### src/core/ums_regs.svh
`ifndef UMS_REGS_SVH
`define UMS_REGS_SVH

// Byte addresses of the registers on the plain register port.
`define UMS_MODEM_LINE_STATUS_ADDR 32'h5000_1118
`define UMS_SPARE_STORAGE_ADDR 32'h5000_111C
`define UMS_ALIAS_FIRST_ADDR 32'h5000_1130
`define UMS_ALIAS_LAST_ADDR 32'h5000_116C
`define UMS_MODEM_CONTROL_ADDR 32'h5000_1180
`define UMS_LINE_STATUS_ADDR 32'h5000_1184

// Modem line status fields.
`define UMS_CTS_BIT 4
`define UMS_PEER_CHANGED_BIT 0

// Modem control fields.
`define UMS_FIFO_EN_BIT 0
`define UMS_RTS_BIT 1
`define UMS_LOOP_BIT 4
`define UMS_IR_MODE_BIT 6

// Line status fields.
`define UMS_RX_AVAIL_BIT 0
`define UMS_OVERRUN_BIT 1
`define UMS_TX_EMPTY_BIT 5
`define UMS_TX_IDLE_BIT 6
`define UMS_TX_FULL_BIT 7

// Reset values.
`define UMS_REG_RESET 16'h0000
`define UMS_LINE_IDLE 1'h1

// Queue depth and serial timing.
`define UMS_FIFO_DEPTH 5'h10
`define UMS_OVS_DIV 8'h36
`define UMS_TICKS_LAST 4'hF
`define UMS_IR_PULSE 4'h3

`endif

### src/core/ums_pkg.sv
package ums_pkg;

   // Transmit serialiser states.
   typedef enum logic [1:0] {
      UMS_TX_IDLE = 2'b00,
      UMS_TX_START = 2'b01,
      UMS_TX_DATA = 2'b10,
      UMS_TX_STOP = 2'b11
   } ums_tx_e;

   typedef logic [7:0] ums_byte_t;

   // One register port access.
   typedef struct packed {
      logic [31:0] addr;
      logic [15:0] wdata;
      logic wr;
      logic rd;
   } ums_bus_s;

   // Software controlled modem and queue settings.
   typedef struct packed {
      logic ir_mode;
      logic loop;
      logic rts;
      logic fifo_en;
   } ums_ctrl_s;

   // Whole state of the block.
   typedef struct packed {
      logic cts_s1;
      logic cts_s2;
      logic cts_prev;
      logic peer_changed;
      ums_ctrl_s ctrl;
      ums_byte_t spare;
      logic [15:0][7:0] rx_mem;
      logic [3:0] rx_rd;
      logic [3:0] rx_wr;
      logic [4:0] rx_cnt;
      logic overrun;
      logic [15:0][7:0] tx_mem;
      logic [3:0] tx_rd;
      logic [3:0] tx_wr;
      logic [4:0] tx_cnt;
      ums_tx_e tx_st;
      logic [7:0] ovs_cnt;
      logic [3:0] tick_cnt;
      logic [2:0] bit_idx;
      ums_byte_t tx_sh;
      logic tx_line;
      logic ir_b;
      logic [15:0] rdata;
   } ums_state_s;

endpackage : ums_pkg

### src/core/ums_core.sv
`timescale 1ns/1ns
`default_nettype none
`include "ums_regs.svh"

// What this block does
// - Clear-to-send status is inverted peer ready pin.
// - Loopback reports clear-to-send from request-to-send bit.
// - Peer ready toggle sets the changed flag.
// - Reading modem status clears the changed flag.
// - Loopback changed flag follows request-to-send toggles.
// - Pin held low through reset sets flag.
// - Spare byte register, resets zero, no effect.
// - Sixteen word aliases reach receive and transmit.
// - Alias read returns received byte, valid when flagged.
// - Non-queue receive overwrites unread byte, flags overrun.
// - Queue mode alias read pops oldest entry.
// - Full receive queue drops arrival, flags overrun.
// - Non-queue write clears transmit holding empty flag.
// - Non-queue repeat writes replace the held byte.
// - Queue mode accepts sixteen writes before full.
// - Write to full transmit queue is discarded.
// - Serialise onto wired or active-low infrared output.
// - Receive flag clears when buffer or queue empties.
module ums_core (
   input wire logic I_CORE_CLK,
   input wire logic I_RST_B,
   input wire logic [31:0] I_ADDR,
   input wire logic [15:0] I_WDATA,
   input wire logic I_WR,
   input wire logic I_RD,
   output logic [15:0] O_RDATA,
   input wire logic I_CTS_B,
   input wire logic I_RX_STB,
   input wire logic [7:0] I_RX_DATA,
   output logic O_TX,
   output logic O_IR_TX_B,
   output logic O_RTS_B,
   output logic O_RX_AVAIL,
   output logic O_TX_EMPTY,
   output logic O_FIFO_EN
);

   ums_pkg::ums_state_s q;
   ums_pkg::ums_state_s d;
   ums_pkg::ums_bus_s bus;
   logic cts_now;
   logic mls_rd;
   logic spare_wr;
   logic spare_rd;
   logic ctrl_wr;
   logic alias_rd;
   logic alias_wr;
   logic rx_pop;
   logic tick;
   logic cur_bit;
   ums_pkg::ums_byte_t rx_head;

   // Alias decode is used for both the read and the write side.
   function automatic logic is_alias(input logic [31:0] addr);
      is_alias = (addr >= `UMS_ALIAS_FIRST_ADDR) && (addr <= `UMS_ALIAS_LAST_ADDR) && (addr[1:0] == 2'h0);
   endfunction : is_alias

   // Register port decode; strobes never come together.
   assign bus = '{addr: I_ADDR, wdata: I_WDATA, wr: I_WR, rd: I_RD};
   assign mls_rd = bus.rd && (bus.addr == `UMS_MODEM_LINE_STATUS_ADDR);
   assign spare_wr = bus.wr && (bus.addr == `UMS_SPARE_STORAGE_ADDR);
   assign spare_rd = bus.rd && (bus.addr == `UMS_SPARE_STORAGE_ADDR);
   assign ctrl_wr = bus.wr && (bus.addr == `UMS_MODEM_CONTROL_ADDR);
   assign alias_rd = bus.rd && is_alias(bus.addr);
   assign alias_wr = bus.wr && is_alias(bus.addr);
   assign rx_pop = alias_rd && (q.rx_cnt != 5'h00);
   assign rx_head = q.rx_mem[q.rx_rd];

   // Only the second synchroniser stage is looked at; loopback swaps in the control bit.
   assign cts_now = q.ctrl.loop ? q.ctrl.rts : ~q.cts_s2;

   // The oversampling tick is a one-cycle enable, sixteen of them per bit.
   assign tick = (q.ovs_cnt == (`UMS_OVS_DIV - 8'h01));

   // Level the serialiser wants on the line now; idle and stop are high.
   assign cur_bit = (q.tx_st == ums_pkg::UMS_TX_START) ? 1'h0 :
                    (q.tx_st == ums_pkg::UMS_TX_DATA) ? q.tx_sh[0] : 1'h1;

   // Next-state logic for the whole block.
   always_comb begin
      d = q;
      d.rdata = `UMS_REG_RESET;

      // Peer ready pin: two flops, then change detection against the last seen level.
      d.cts_s1 = I_CTS_B;
      d.cts_s2 = q.cts_s1;
      d.cts_prev = cts_now;
      if (mls_rd) begin
         d.peer_changed = 1'h0;
      end
      // A change in the same cycle as the read wins so no edge is lost.
      if (cts_now != q.cts_prev) begin
         d.peer_changed = 1'h1;
      end

      // Software writes to spare storage and modem control.
      if (spare_wr) begin
         d.spare = bus.wdata[7:0];
      end
      if (ctrl_wr) begin
         d.ctrl.fifo_en = bus.wdata[`UMS_FIFO_EN_BIT];
         d.ctrl.rts = bus.wdata[`UMS_RTS_BIT];
         d.ctrl.loop = bus.wdata[`UMS_LOOP_BIT];
         d.ctrl.ir_mode = bus.wdata[`UMS_IR_MODE_BIT];
         // Changing queue mode flushes both queues, so old pointers never leak across modes.
         if (bus.wdata[`UMS_FIFO_EN_BIT] != q.ctrl.fifo_en) begin
            d.rx_cnt = 5'h00;
            d.rx_rd = 4'h0;
            d.rx_wr = 4'h0;
            d.tx_cnt = 5'h00;
            d.tx_rd = 4'h0;
            d.tx_wr = 4'h0;
         end
      end

      // Receive side: a read of any alias takes the head entry out.
      if (rx_pop) begin
         d.rx_rd = q.rx_rd + 4'h1;
         d.rx_cnt = q.rx_cnt - 5'h01;
      end
      // Overrun is cleared by reading line status; a new overrun in that cycle still sets it.
      if (bus.rd && (bus.addr == `UMS_LINE_STATUS_ADDR)) begin
         d.overrun = 1'h0;
      end
      if (I_RX_STB && !(ctrl_wr && (bus.wdata[`UMS_FIFO_EN_BIT] != q.ctrl.fifo_en))) begin
         if (!q.ctrl.fifo_en) begin
            // Single buffer: the new byte always lands, an unread one is lost.
            if ((q.rx_cnt != 5'h00) && !rx_pop) begin
               d.overrun = 1'h1;
            end
            d.rx_mem[d.rx_rd] = I_RX_DATA;
            d.rx_wr = d.rx_rd + 4'h1;
            d.rx_cnt = 5'h01;
         end else if (d.rx_cnt == `UMS_FIFO_DEPTH) begin
            d.overrun = 1'h1;
         end else begin
            d.rx_mem[q.rx_wr] = I_RX_DATA;
            d.rx_wr = q.rx_wr + 4'h1;
            d.rx_cnt = d.rx_cnt + 5'h01;
         end
      end

      // Serialiser: the divider runs freely, frames follow its ticks.
      d.ovs_cnt = tick ? 8'h00 : q.ovs_cnt + 8'h01;
      case (q.tx_st)
         ums_pkg::UMS_TX_IDLE: begin
            if ((q.tx_cnt != 5'h00) && !(ctrl_wr && (bus.wdata[`UMS_FIFO_EN_BIT] != q.ctrl.fifo_en))) begin
               d.tx_sh = q.tx_mem[q.tx_rd];
               d.tx_rd = q.tx_rd + 4'h1;
               d.tx_cnt = q.tx_cnt - 5'h01;
               d.tick_cnt = 4'h0;
               d.tx_st = ums_pkg::UMS_TX_START;
            end
         end
         ums_pkg::UMS_TX_START: begin
            if (tick) begin
               d.tick_cnt = q.tick_cnt + 4'h1;
               if (q.tick_cnt == `UMS_TICKS_LAST) begin
                  d.bit_idx = 3'h0;
                  d.tx_st = ums_pkg::UMS_TX_DATA;
               end
            end
         end
         ums_pkg::UMS_TX_DATA: begin
            if (tick) begin
               d.tick_cnt = q.tick_cnt + 4'h1;
               if (q.tick_cnt == `UMS_TICKS_LAST) begin
                  d.tx_sh = {1'h0, q.tx_sh[7:1]};
                  d.bit_idx = q.bit_idx + 3'h1;
                  if (q.bit_idx == 3'h7) begin
                     d.tx_st = ums_pkg::UMS_TX_STOP;
                  end
               end
            end
         end
         ums_pkg::UMS_TX_STOP: begin
            if (tick) begin
               d.tick_cnt = q.tick_cnt + 4'h1;
               if (q.tick_cnt == `UMS_TICKS_LAST) begin
                  d.tx_st = ums_pkg::UMS_TX_IDLE;
               end
            end
         end
         default: begin
            d.tx_st = ums_pkg::UMS_TX_IDLE;
         end
      endcase

      // Transmit write after the serialiser has taken its byte, so both can happen at once.
      if (alias_wr && !(ctrl_wr)) begin
         if (!q.ctrl.fifo_en) begin
            // A byte still waiting is replaced rather than queued behind.
            if (d.tx_cnt != 5'h00) begin
               d.tx_mem[d.tx_rd] = bus.wdata[7:0];
            end else begin
               d.tx_mem[d.tx_wr] = bus.wdata[7:0];
               d.tx_wr = d.tx_wr + 4'h1;
            end
            d.tx_cnt = 5'h01;
         end else if (d.tx_cnt != `UMS_FIFO_DEPTH) begin
            d.tx_mem[d.tx_wr] = bus.wdata[7:0];
            d.tx_wr = d.tx_wr + 4'h1;
            d.tx_cnt = d.tx_cnt + 5'h01;
         end
         // A write to a full queue falls through and changes nothing.
      end

      // Line levels: infrared sends a short low pulse for each zero bit.
      d.tx_line = q.ctrl.ir_mode ? `UMS_LINE_IDLE : cur_bit;
      d.ir_b = ~(q.ctrl.ir_mode && !cur_bit && (q.tick_cnt < `UMS_IR_PULSE));

      // Read data stand only in the cycle after the read strobe.
      if (bus.rd) begin
         if (mls_rd) begin
            d.rdata[`UMS_CTS_BIT] = cts_now;
            d.rdata[`UMS_PEER_CHANGED_BIT] = q.peer_changed;
         end else if (spare_rd) begin
            d.rdata[7:0] = q.spare;
         end else if (alias_rd) begin
            d.rdata[7:0] = rx_head;
         end else if (bus.addr == `UMS_MODEM_CONTROL_ADDR) begin
            d.rdata[`UMS_FIFO_EN_BIT] = q.ctrl.fifo_en;
            d.rdata[`UMS_RTS_BIT] = q.ctrl.rts;
            d.rdata[`UMS_LOOP_BIT] = q.ctrl.loop;
            d.rdata[`UMS_IR_MODE_BIT] = q.ctrl.ir_mode;
         end else if (bus.addr == `UMS_LINE_STATUS_ADDR) begin
            d.rdata[`UMS_RX_AVAIL_BIT] = (q.rx_cnt != 5'h00);
            d.rdata[`UMS_OVERRUN_BIT] = q.overrun;
            d.rdata[`UMS_TX_EMPTY_BIT] = (q.tx_cnt == 5'h00);
            d.rdata[`UMS_TX_IDLE_BIT] = (q.tx_cnt == 5'h00) && (q.tx_st == ums_pkg::UMS_TX_IDLE);
            d.rdata[`UMS_TX_FULL_BIT] = (q.tx_cnt == `UMS_FIFO_DEPTH);
         end
      end
   end

   // State register. The pin flops reset to the idle level so a low pin shows up as a change.
   always_ff @(posedge I_CORE_CLK or negedge I_RST_B) begin
      if (!I_RST_B) begin
         q <= '0;
         q.cts_s1 <= `UMS_LINE_IDLE;
         q.cts_s2 <= `UMS_LINE_IDLE;
         q.tx_line <= `UMS_LINE_IDLE;
         q.ir_b <= `UMS_LINE_IDLE;
      end else begin
         q <= d;
      end
   end

   // Outputs straight from state.
   assign O_RDATA = q.rdata;
   assign O_TX = q.tx_line;
   assign O_IR_TX_B = q.ir_b;
   assign O_RTS_B = ~(q.ctrl.rts && !q.ctrl.loop);
   assign O_RX_AVAIL = (q.rx_cnt != 5'h00);
   assign O_TX_EMPTY = (q.tx_cnt == 5'h00);
   assign O_FIFO_EN = q.ctrl.fifo_en;
endmodule : ums_core

`default_nettype wire

### config.mk
export PLATFORM = sky130hd
export DESIGN_NAME = ums_core
export DESIGN_NICKNAME = d
export VERILOG_FILES = /design/src/core/ums_pkg.sv /design/src/core/ums_core.sv
export VERILOG_INCLUDE_DIRS = /design/src /design/src/core
export SDC_FILE = /design/constraint.sdc
export NUM_CORES = 1
export LEC_CHECK = 0
export ABC_AREA = 1
export BUFFER_PORTS_ARGS = -buffer_cell sky130_fd_sc_hd__buf_2
export CORE_UTILIZATION = 40
export DETAILED_ROUTE_END_ITERATION = 8
export PLACE_DENSITY = 0.52
export SYNTH_ARGS = -nofsm -noshare
export SYNTH_HDL_FRONTEND = slang
export SYNTH_SLANG_ARGS = --single-unit
### constraint.sdc
create_clock -name I_CORE_CLK -period 6.2 [get_ports I_CORE_CLK]
set_clock_uncertainty 0.05 [all_clocks]
set_input_delay 1.24 -clock I_CORE_CLK [delete_from_list [all_inputs] [get_ports I_CORE_CLK]]
set_output_delay 1.24 -clock I_CORE_CLK [all_outputs]
set_load 0.01 [all_outputs]
==> results of run 1 <==
-- registers in the layout, summed over array words and instances, names as in the netlist --
| name | flops |
|---|---|
| O_FIFO_EN | 1 |
| O_IR_TX_B | 1 |
| O_RDATA | 8 |
| O_TX | 1 |
| d | 1 |
| q | 322 |
-- cell type report --
| cell class | count | share of cell area [%] |
|---|---|---|
| multi-input cells | 1689 | 41.86 |
| well taps | 585 | 3.721 |
| clock buffers | 65 | 6.335 |
| flip-flops and latches | 334 | 42.53 |
| clock inverters | 5 | 0.2926 |
| repair buffers | 82 | 2.455 |
| inverters | 147 | 2.811 |
-- power by group --
| group | switching (mW) | leakage (nW) | total, mW | internal [mW] |
|---|---|---|---|---|
| sequential | 0.0156 | 4.44 | 2.22 | 2.21 |
| combinational | 0.151 | 4.51 | 0.195 | 0.0439 |
| clock | 0.924 | 0.642 | 2.33 | 1.41 |
| total | 1.09 | 9.59 | 4.75 | 3.66 |
-- logic make-up (layout without fill, tap and decap cells) --
| group | after synthesis | in the layout |
|---|---|---|
| AOI/OAI and AO/OA | 482 | 482 |
| xor gates and xnor gates | 14 | 14 |
| adders and majority gates | 29 | 29 |
| buffers and inverters | 278 | 299 |
| DFF | 334 | 334 |
| muxes | 1 | 1 |
| other | 1 | 8 |
| and+or+nand+nor | 1155 | 1155 |
-- worst paths after layout --
kind / start / depth (start not counted) / to / slack (ps)
hold / removal: d[340] / 0 / q[340] / 320
setup / recovery: I_ADDR[21] / 21 / q[140] / 1910
hold reg to reg: d[340] / 0 / q[340] / 320
setup reg to reg: O_FIFO_EN / 15 / q[140] / 2250
max in group asynchronous: I_RST_B / 2 / q[52] / 4130
min in group asynchronous: I_RST_B / 1 / q[256] / 600
-- Yosys cell counts (4+ instances only) --
cell / instances / area, um2
nand2_4: 8 / 90.09
nand4_1: 11 / 68.82
nand3_1: 206 / 1031
xor2_1: 11 / 96.34
dfrtp_1: 330 / 8258
buf_4: 20 / 150.1
dfstp_2: 4 / 105.1
o22ai_1: 31 / 193.9
buf_1: 8 / 30.03
clkinv_1: 6 / 22.52
a21oi_1: 72 / 360.4
o221ai_1: 8 / 70.07
nand2_1: 658 / 2470
inv_2: 9 / 33.78
o21ai_0: 212 / 1061
o21ai_1: 101 / 505.5
o211ai_1: 15 / 112.6
nor2_2: 5 / 31.28
inv_1: 131 / 491.7
nor3_1: 15 / 75.07
a221oi_1: 21 / 183.9
nand2_2: 38 / 237.7
buf_2: 15 / 75.07
o21ai_2: 6 / 52.55
buf_6: 14 / 157.7
ha_1: 29 / 362.9
nor2_1: 180 / 675.7
a31oi_1: 5 / 31.28
nand3_2: 14 / 140.1
nor2_4: 7 / 78.83
clkbuf_1: 73 / 274.0
-- layer usage --
metal	part of all wire (%)	vias to the layer above	routed length (um)
met5	0	-	0
met4	2.1	0	1105
met3	5.6	64	2890
met2	44	410	23050
met1	48	7384	24920
li1	-	7585	-
==> impl_results.md, run 1 <==
* Most used DFF post-synth: dfrtp_1
* Worst Slack Setup Final at 1913 ps
* Clock latency on the worst-skew pair at 550 ps
* Routed via count at 15,440
* Ant. Diodes at 0
* Wire length of the first global-routing pass at 82,540 um
* Initial Util at 40.93%
* Largest net degree at the start of global routing at 141
* Post-Synth XOR/XNOR Area at 0.6879%
* Slew headroom at 24.90%
* GRT met1 Usage at 33.81%
* Mux contribution to synthesized area at 0.06317%
* CTS tree: built
* Static Leak at 9.593 nW
* Fin util at 45.17%
* Area delta synth->final at 10.35%
* Most numerous cell on the critical path: nand2_2
* Slew Limit Fails at 0
* Drt first pass iters at 8
* Final period utilization at 69.14%
* WHS at 317.0 ps
* CP required at 6610 ps
* CTS Buf Count at 40
* Root Buffer: clkbuf_16
* Area of the die at 45,410 um2
* Slowest stage cell, crit path: nand3_1
* Peak VDD IR at 0.0001863 V
* I/O pin count at 84
* Synth unique cells at 52
* Area of the multi-input gates at 8234 um2
* Post-Synth Simple-Gate Area at 28.23%
* Post-synth EDFFs at 0
* Congestion Overflow GR at 0
* Clk slew on worst S/H paths at 60 ps
* Most common cell after layout, fill and taps aside: nand2_1
* Syn avg cell area at 7.771 um2
* Power Dens Cells at 241.6 nW/um2
* DIE HEIGHT at 213.1 um
* Most used routing layer: met2
* Max-cap violations at 0
* Critical path endpoint category: flip-flop
* GR Util met2 at 36.32%
* # rows at 76
* Hold Crit Class: flip-flop to flip-flop
* Placement Setup Slack at 1384 ps
* Post-placement cell area at 18,370 um2
* Minimum clock period after layout at 4287 ps
* Fin nets at 2,385
* CP Launch Type: input pin
* Routability cong. at 0.8584
* Initial antenna violation count at 0
* Final TNS setup at 0 ps
* DRC at 0
* Mapped cell area at 17,830 um2
* Vias per inst at 5.312
* Largest family of logic cells by synthesized area: simple AND/OR/NAND/NOR gates
* Post-detailed-route wirelength per cell at 17.87 um
* Crit path max fanout at 17
* Synth Register Bits at 334
* Least-Margin Pin Slew at 1125 ps
* Synth warnings at 0
* Status: finished clean
* FMAX at 233.3 MHz
* Crit path arrival time at 4690 ps
* Crit-path cells: buf_2 > nor2_1 > nand2_1 > nor2_4 > nand2_2 > inv_2 > nand2_2 > nor2_2 > nand3_2 > nand2_2 > nor2_1 > o21ai_0 > ha_1 > nand2_2 > o21ai_4 > nand2_4 > clkinv_2 > nand2_1 > nand3_1 > nand2_1 > o21ai_1
* CTS resizes at 0
* CTS max path bufs at 3
* Synth Area in Compound Gates at 15.01%
* Synth async-reset ratio at 100.0%
* Post-route ant nets at 0
* Post-Synth Adder-Cell Area at 2.036%
* CTS Hold Buffers Added at 0
* Sequential share of the synthesized area at 46.92%
* Setup CP Type: input pin to flip-flop
* Clock net sink count at 334
* Hold Fails Final Rpt at 0
* Met3 track demand over resource at 3.398%
* Cells after Synth at 2,294
* Hpwl dp at 34,350 um
* Unrepaired setup endpoints after global routing: no
* Cell total after placement at 2,837
* Fraction of layout cells with a size suffix above 1 at 10.64%
* Setup-failing EPs final at 0
* Die Wd at 213.1 um
* Clock H-tree levels at 2
* Buf+Inv Stages, Crit Path at 3
* Total area of sequential cells at 8366 um2
* Core Region at 43,550 um2
* Vias in the first global route at 14,630
* Design Power at 4.753 mW
* Most frequent cells in the layout: nand2_1 (658), dfrtp_1 (328), o21ai_0 (212)
* Non-Filler Instances at 2,907
* Critical path's top delay family: simple AND/OR/NAND/NOR gates
* Final WL at 51,960 um
* Initial DRC Count at 1,345
* CP peak stage delay at 460 ps
* Fin area at 19,670 um2
* Port bufs at 67
* Post-CTS Setup Inserts at 0
* Fillers at 4,469
* GRT Total Usage at 23.44%
(Power assumes the default switching activity.)
==> inputs of run 2 (changes only) <==
Settings changed: PLACE_DENSITY 0.52 to 0.54.
Clock period 6.2 ns to 3.8 ns, I/O delays scaled along.
==> run 2 against run 1 <==
First-iteration DRC count rose by 7.5%; clock power increased by 73%; final area increased by 2.6%; highest routed layer unchanged; utilization grew 1.2 points; sequential power up 64%; power increased by 68%; sequential cell count did not move; worst setup slack worse by 1500 ps.
==> impl_results.md, run 2 (synthesized netlist as in run 1, its figures left out) <==
* Hold Fails Final Rpt at 0 (unchanged)
* CTS resizes at 0 (unchanged)
* Largest register FFs at 322 (unchanged)
* Max-cap violations at 0 (unchanged)
* Congestion Overflow GR at 0 (unchanged)
* DIE HEIGHT at 213.1 um (unchanged)
* Status: finished clean
* Hpwl dp at 35,210 um (+2.5%)
* Peak VDD IR at 0.0003228 V (+73%)
* CP Launch Type: flip-flop
* Minimum clock period after layout at 3420 ps
* Design Power at 7.986 mW (+68%)
* Largest Register: q
* Vias per inst at 5.312 (about the same)
* Fillers at 4,365 (-2.3%)
* Post-CTS Setup Inserts at 0 (unchanged)
* Least-Margin Pin Slew at 957.5 ps (-167.7 ps)
* Fin util at 46.34% (+1.2 points)
* # rows at 76 (unchanged)
* CTS Buf Count at 40 (unchanged)
* CTS max path bufs at 3 (unchanged)
* Slew headroom at 36.17% (+11 points)
* FMAX at 292.4 MHz
* Most frequent cells in the layout: nand2_1 (658), dfrtp_1 (328), o21ai_0 (212)
* Final period utilization at 90.00%
* Static Leak at 9.893 nW (+3.1%)
* Routed via count at 15,710 (+1.7%)
* Ant. Diodes at 0 (unchanged)
* Post-detailed-route wirelength per cell at 17.57 um (-1.7%)
* I/O pin count at 84 (unchanged)
* Setup-failing EPs final at 0 (unchanged)
* WHS at 145.3 ps (-171.7 ps)
* Clock H-tree levels at 2 (unchanged)
* Most common cell after layout, fill and taps aside: nand2_1
* Clk slew on worst S/H paths at 60 ps (about the same)
* Unrepaired setup endpoints after global routing: no
* CTS Hold Buffers Added at 0 (unchanged)
* Final TNS setup at 0 ps (unchanged)
* Clock net sink count at 334 (unchanged)
* Crit path max fanout at 17 (unchanged)
* CP required at 4140 ps (-2470 ps)
* Vias in the first global route at 14,770 (+0.96%)
* Fraction of layout cells with a size suffix above 1 at 12.52% (+1.9 points)
* Crit path arrival time at 3760 ps (-930 ps)
* Hold Crit Class: input pin to async pin
* Largest net degree at the start of global routing at 86 (-39%)
* Power Dens Cells at 395.7 nW/um2 (+64%)
* GRT Total Usage at 23.21% (-0.22 points)
* Worst Slack Setup Final at 380.0 ps (-1533 ps)
* DRC at 0 (unchanged)
* Area of the die at 45,410 um2 (unchanged)
* Critical path endpoint category: flip-flop
* Die Wd at 213.1 um (unchanged)
* Fin nets at 2,432 (+2.0%)
* Wire length of the first global-routing pass at 82,010 um (-0.64%)
* Drt first pass iters at 6 (-2)
* Root Buffer: clkbuf_16
* Post-route ant nets at 0 (unchanged)
* Port bufs at 67 (unchanged)
* Core Region at 43,550 um2 (unchanged)
* Clock latency on the worst-skew pair at 570 ps (+20 ps)
* Routability cong. at 0.8953 (+4.3%)
* CTS tree: built
* Slew Limit Fails at 0 (unchanged)
* Setup CP Type: flip-flop to flip-flop
* Initial DRC Count at 1,446 (+7.5%)
* Initial antenna violation count at 0 (unchanged)
* Final WL at 51,970 um (about the same)
* Area delta synth->final at 13.22%
* Initial Util at 40.93% (unchanged)
* Placement Setup Slack at -1.919 ps (-1386 ps)
[run 2: cell count changes in the layout (fill, tap and decap cells not counted)]
cell	delta
clkinv_4	-1
inv_2	-1
buf_12	+7
clkbuf_1	-1
buf_4	+40
bufinv_16	+4
clkinvlp_4	+1
clkinv_8	+1
clkbuf_16	-1
clkinv_1	+1
clkinv_2	+4
clkbuf_8	-4
[run 2: area by class of cell]
| type | instances | area (um2) | share of cell area (%) |
|---|---|---|---|
| Clock buffer | 59 | 1162 | 5.759 |
| Clock inverter | 14 | 212.7 | 1.054 |
| Inverter | 147 | 553.0 | 2.740 |
| Multi-Input combinational cell | 1689 | 8234 | 40.80 |
| Sequential cell | 334 | 8366 | 41.45 |
| Tap cell | 585 | 732.0 | 3.627 |
| Timing Repair Buffer | 129 | 923.4 | 4.575 |
[run 2: per-layer routing]
layer	part of all wire, %	global-route usage [%]	vias to the layer above	wire [um]
li1	-	-	7687	-
met4	2.4	7.293	0	1267
met2	45	36.50	450	23410
met1	47	33.10	7491	24420
met3	5.5	2.956	81	2870
met5	0	0	-	0
[run 2: final timing paths]
| kind | from | to | slack, ps | cells after the start |
|---|---|---|---|---|
| min in group I_CORE_CLK | I_CTS_B | d[340] | 260 | 1 |
| hold reg to reg | d[340] | q[340] | 320 | 0 |
| setup reg to reg | q[43] | q[132] | 380 | 17 |
| hold / removal | I_RST_B | q[256] | 150 | 1 |
| max in group asynchronous | I_RST_B | q[265] | 2610 | 2 |
| setup / recovery | q[43] | q[132] | 380 | 17 |
[run 2: critical path, stage by stage, from the launching register on]
cell	delay, ps
dfrtp_1	390
inv_1	60
ha_1	200
nand2_1	90
nor2_1	70
nand2_1	210
nand2_2	100
nor2_1	320
o21ai_0	180
ha_1	250
nand2_2	100
o21ai_4	80
nand2_4	210
clkinv_2	290
nand2_2	160
nand3_2	300
nand2_2	140
o21ai_1	70
[run 2: report_power, final]
group / internal, mW / switching (mW) / total, mW / leakage, nW
sequential: 3.60 / 0.0258 / 3.63 / 4.44
combinational: 0.0826 / 0.250 / 0.332 / 4.78
clock: 2.46 / 1.56 / 4.02 / 0.675
total: 6.15 / 1.84 / 7.99 / 9.89
[run 2: per-stage QoR]
step	cells	instance area (um2)
final	2957	20180
after global routing	2957	20180
after CTS	2957	20180
after detailed placement	2884	18810
after global placement	2884	18810
after floorplan	2301	17850
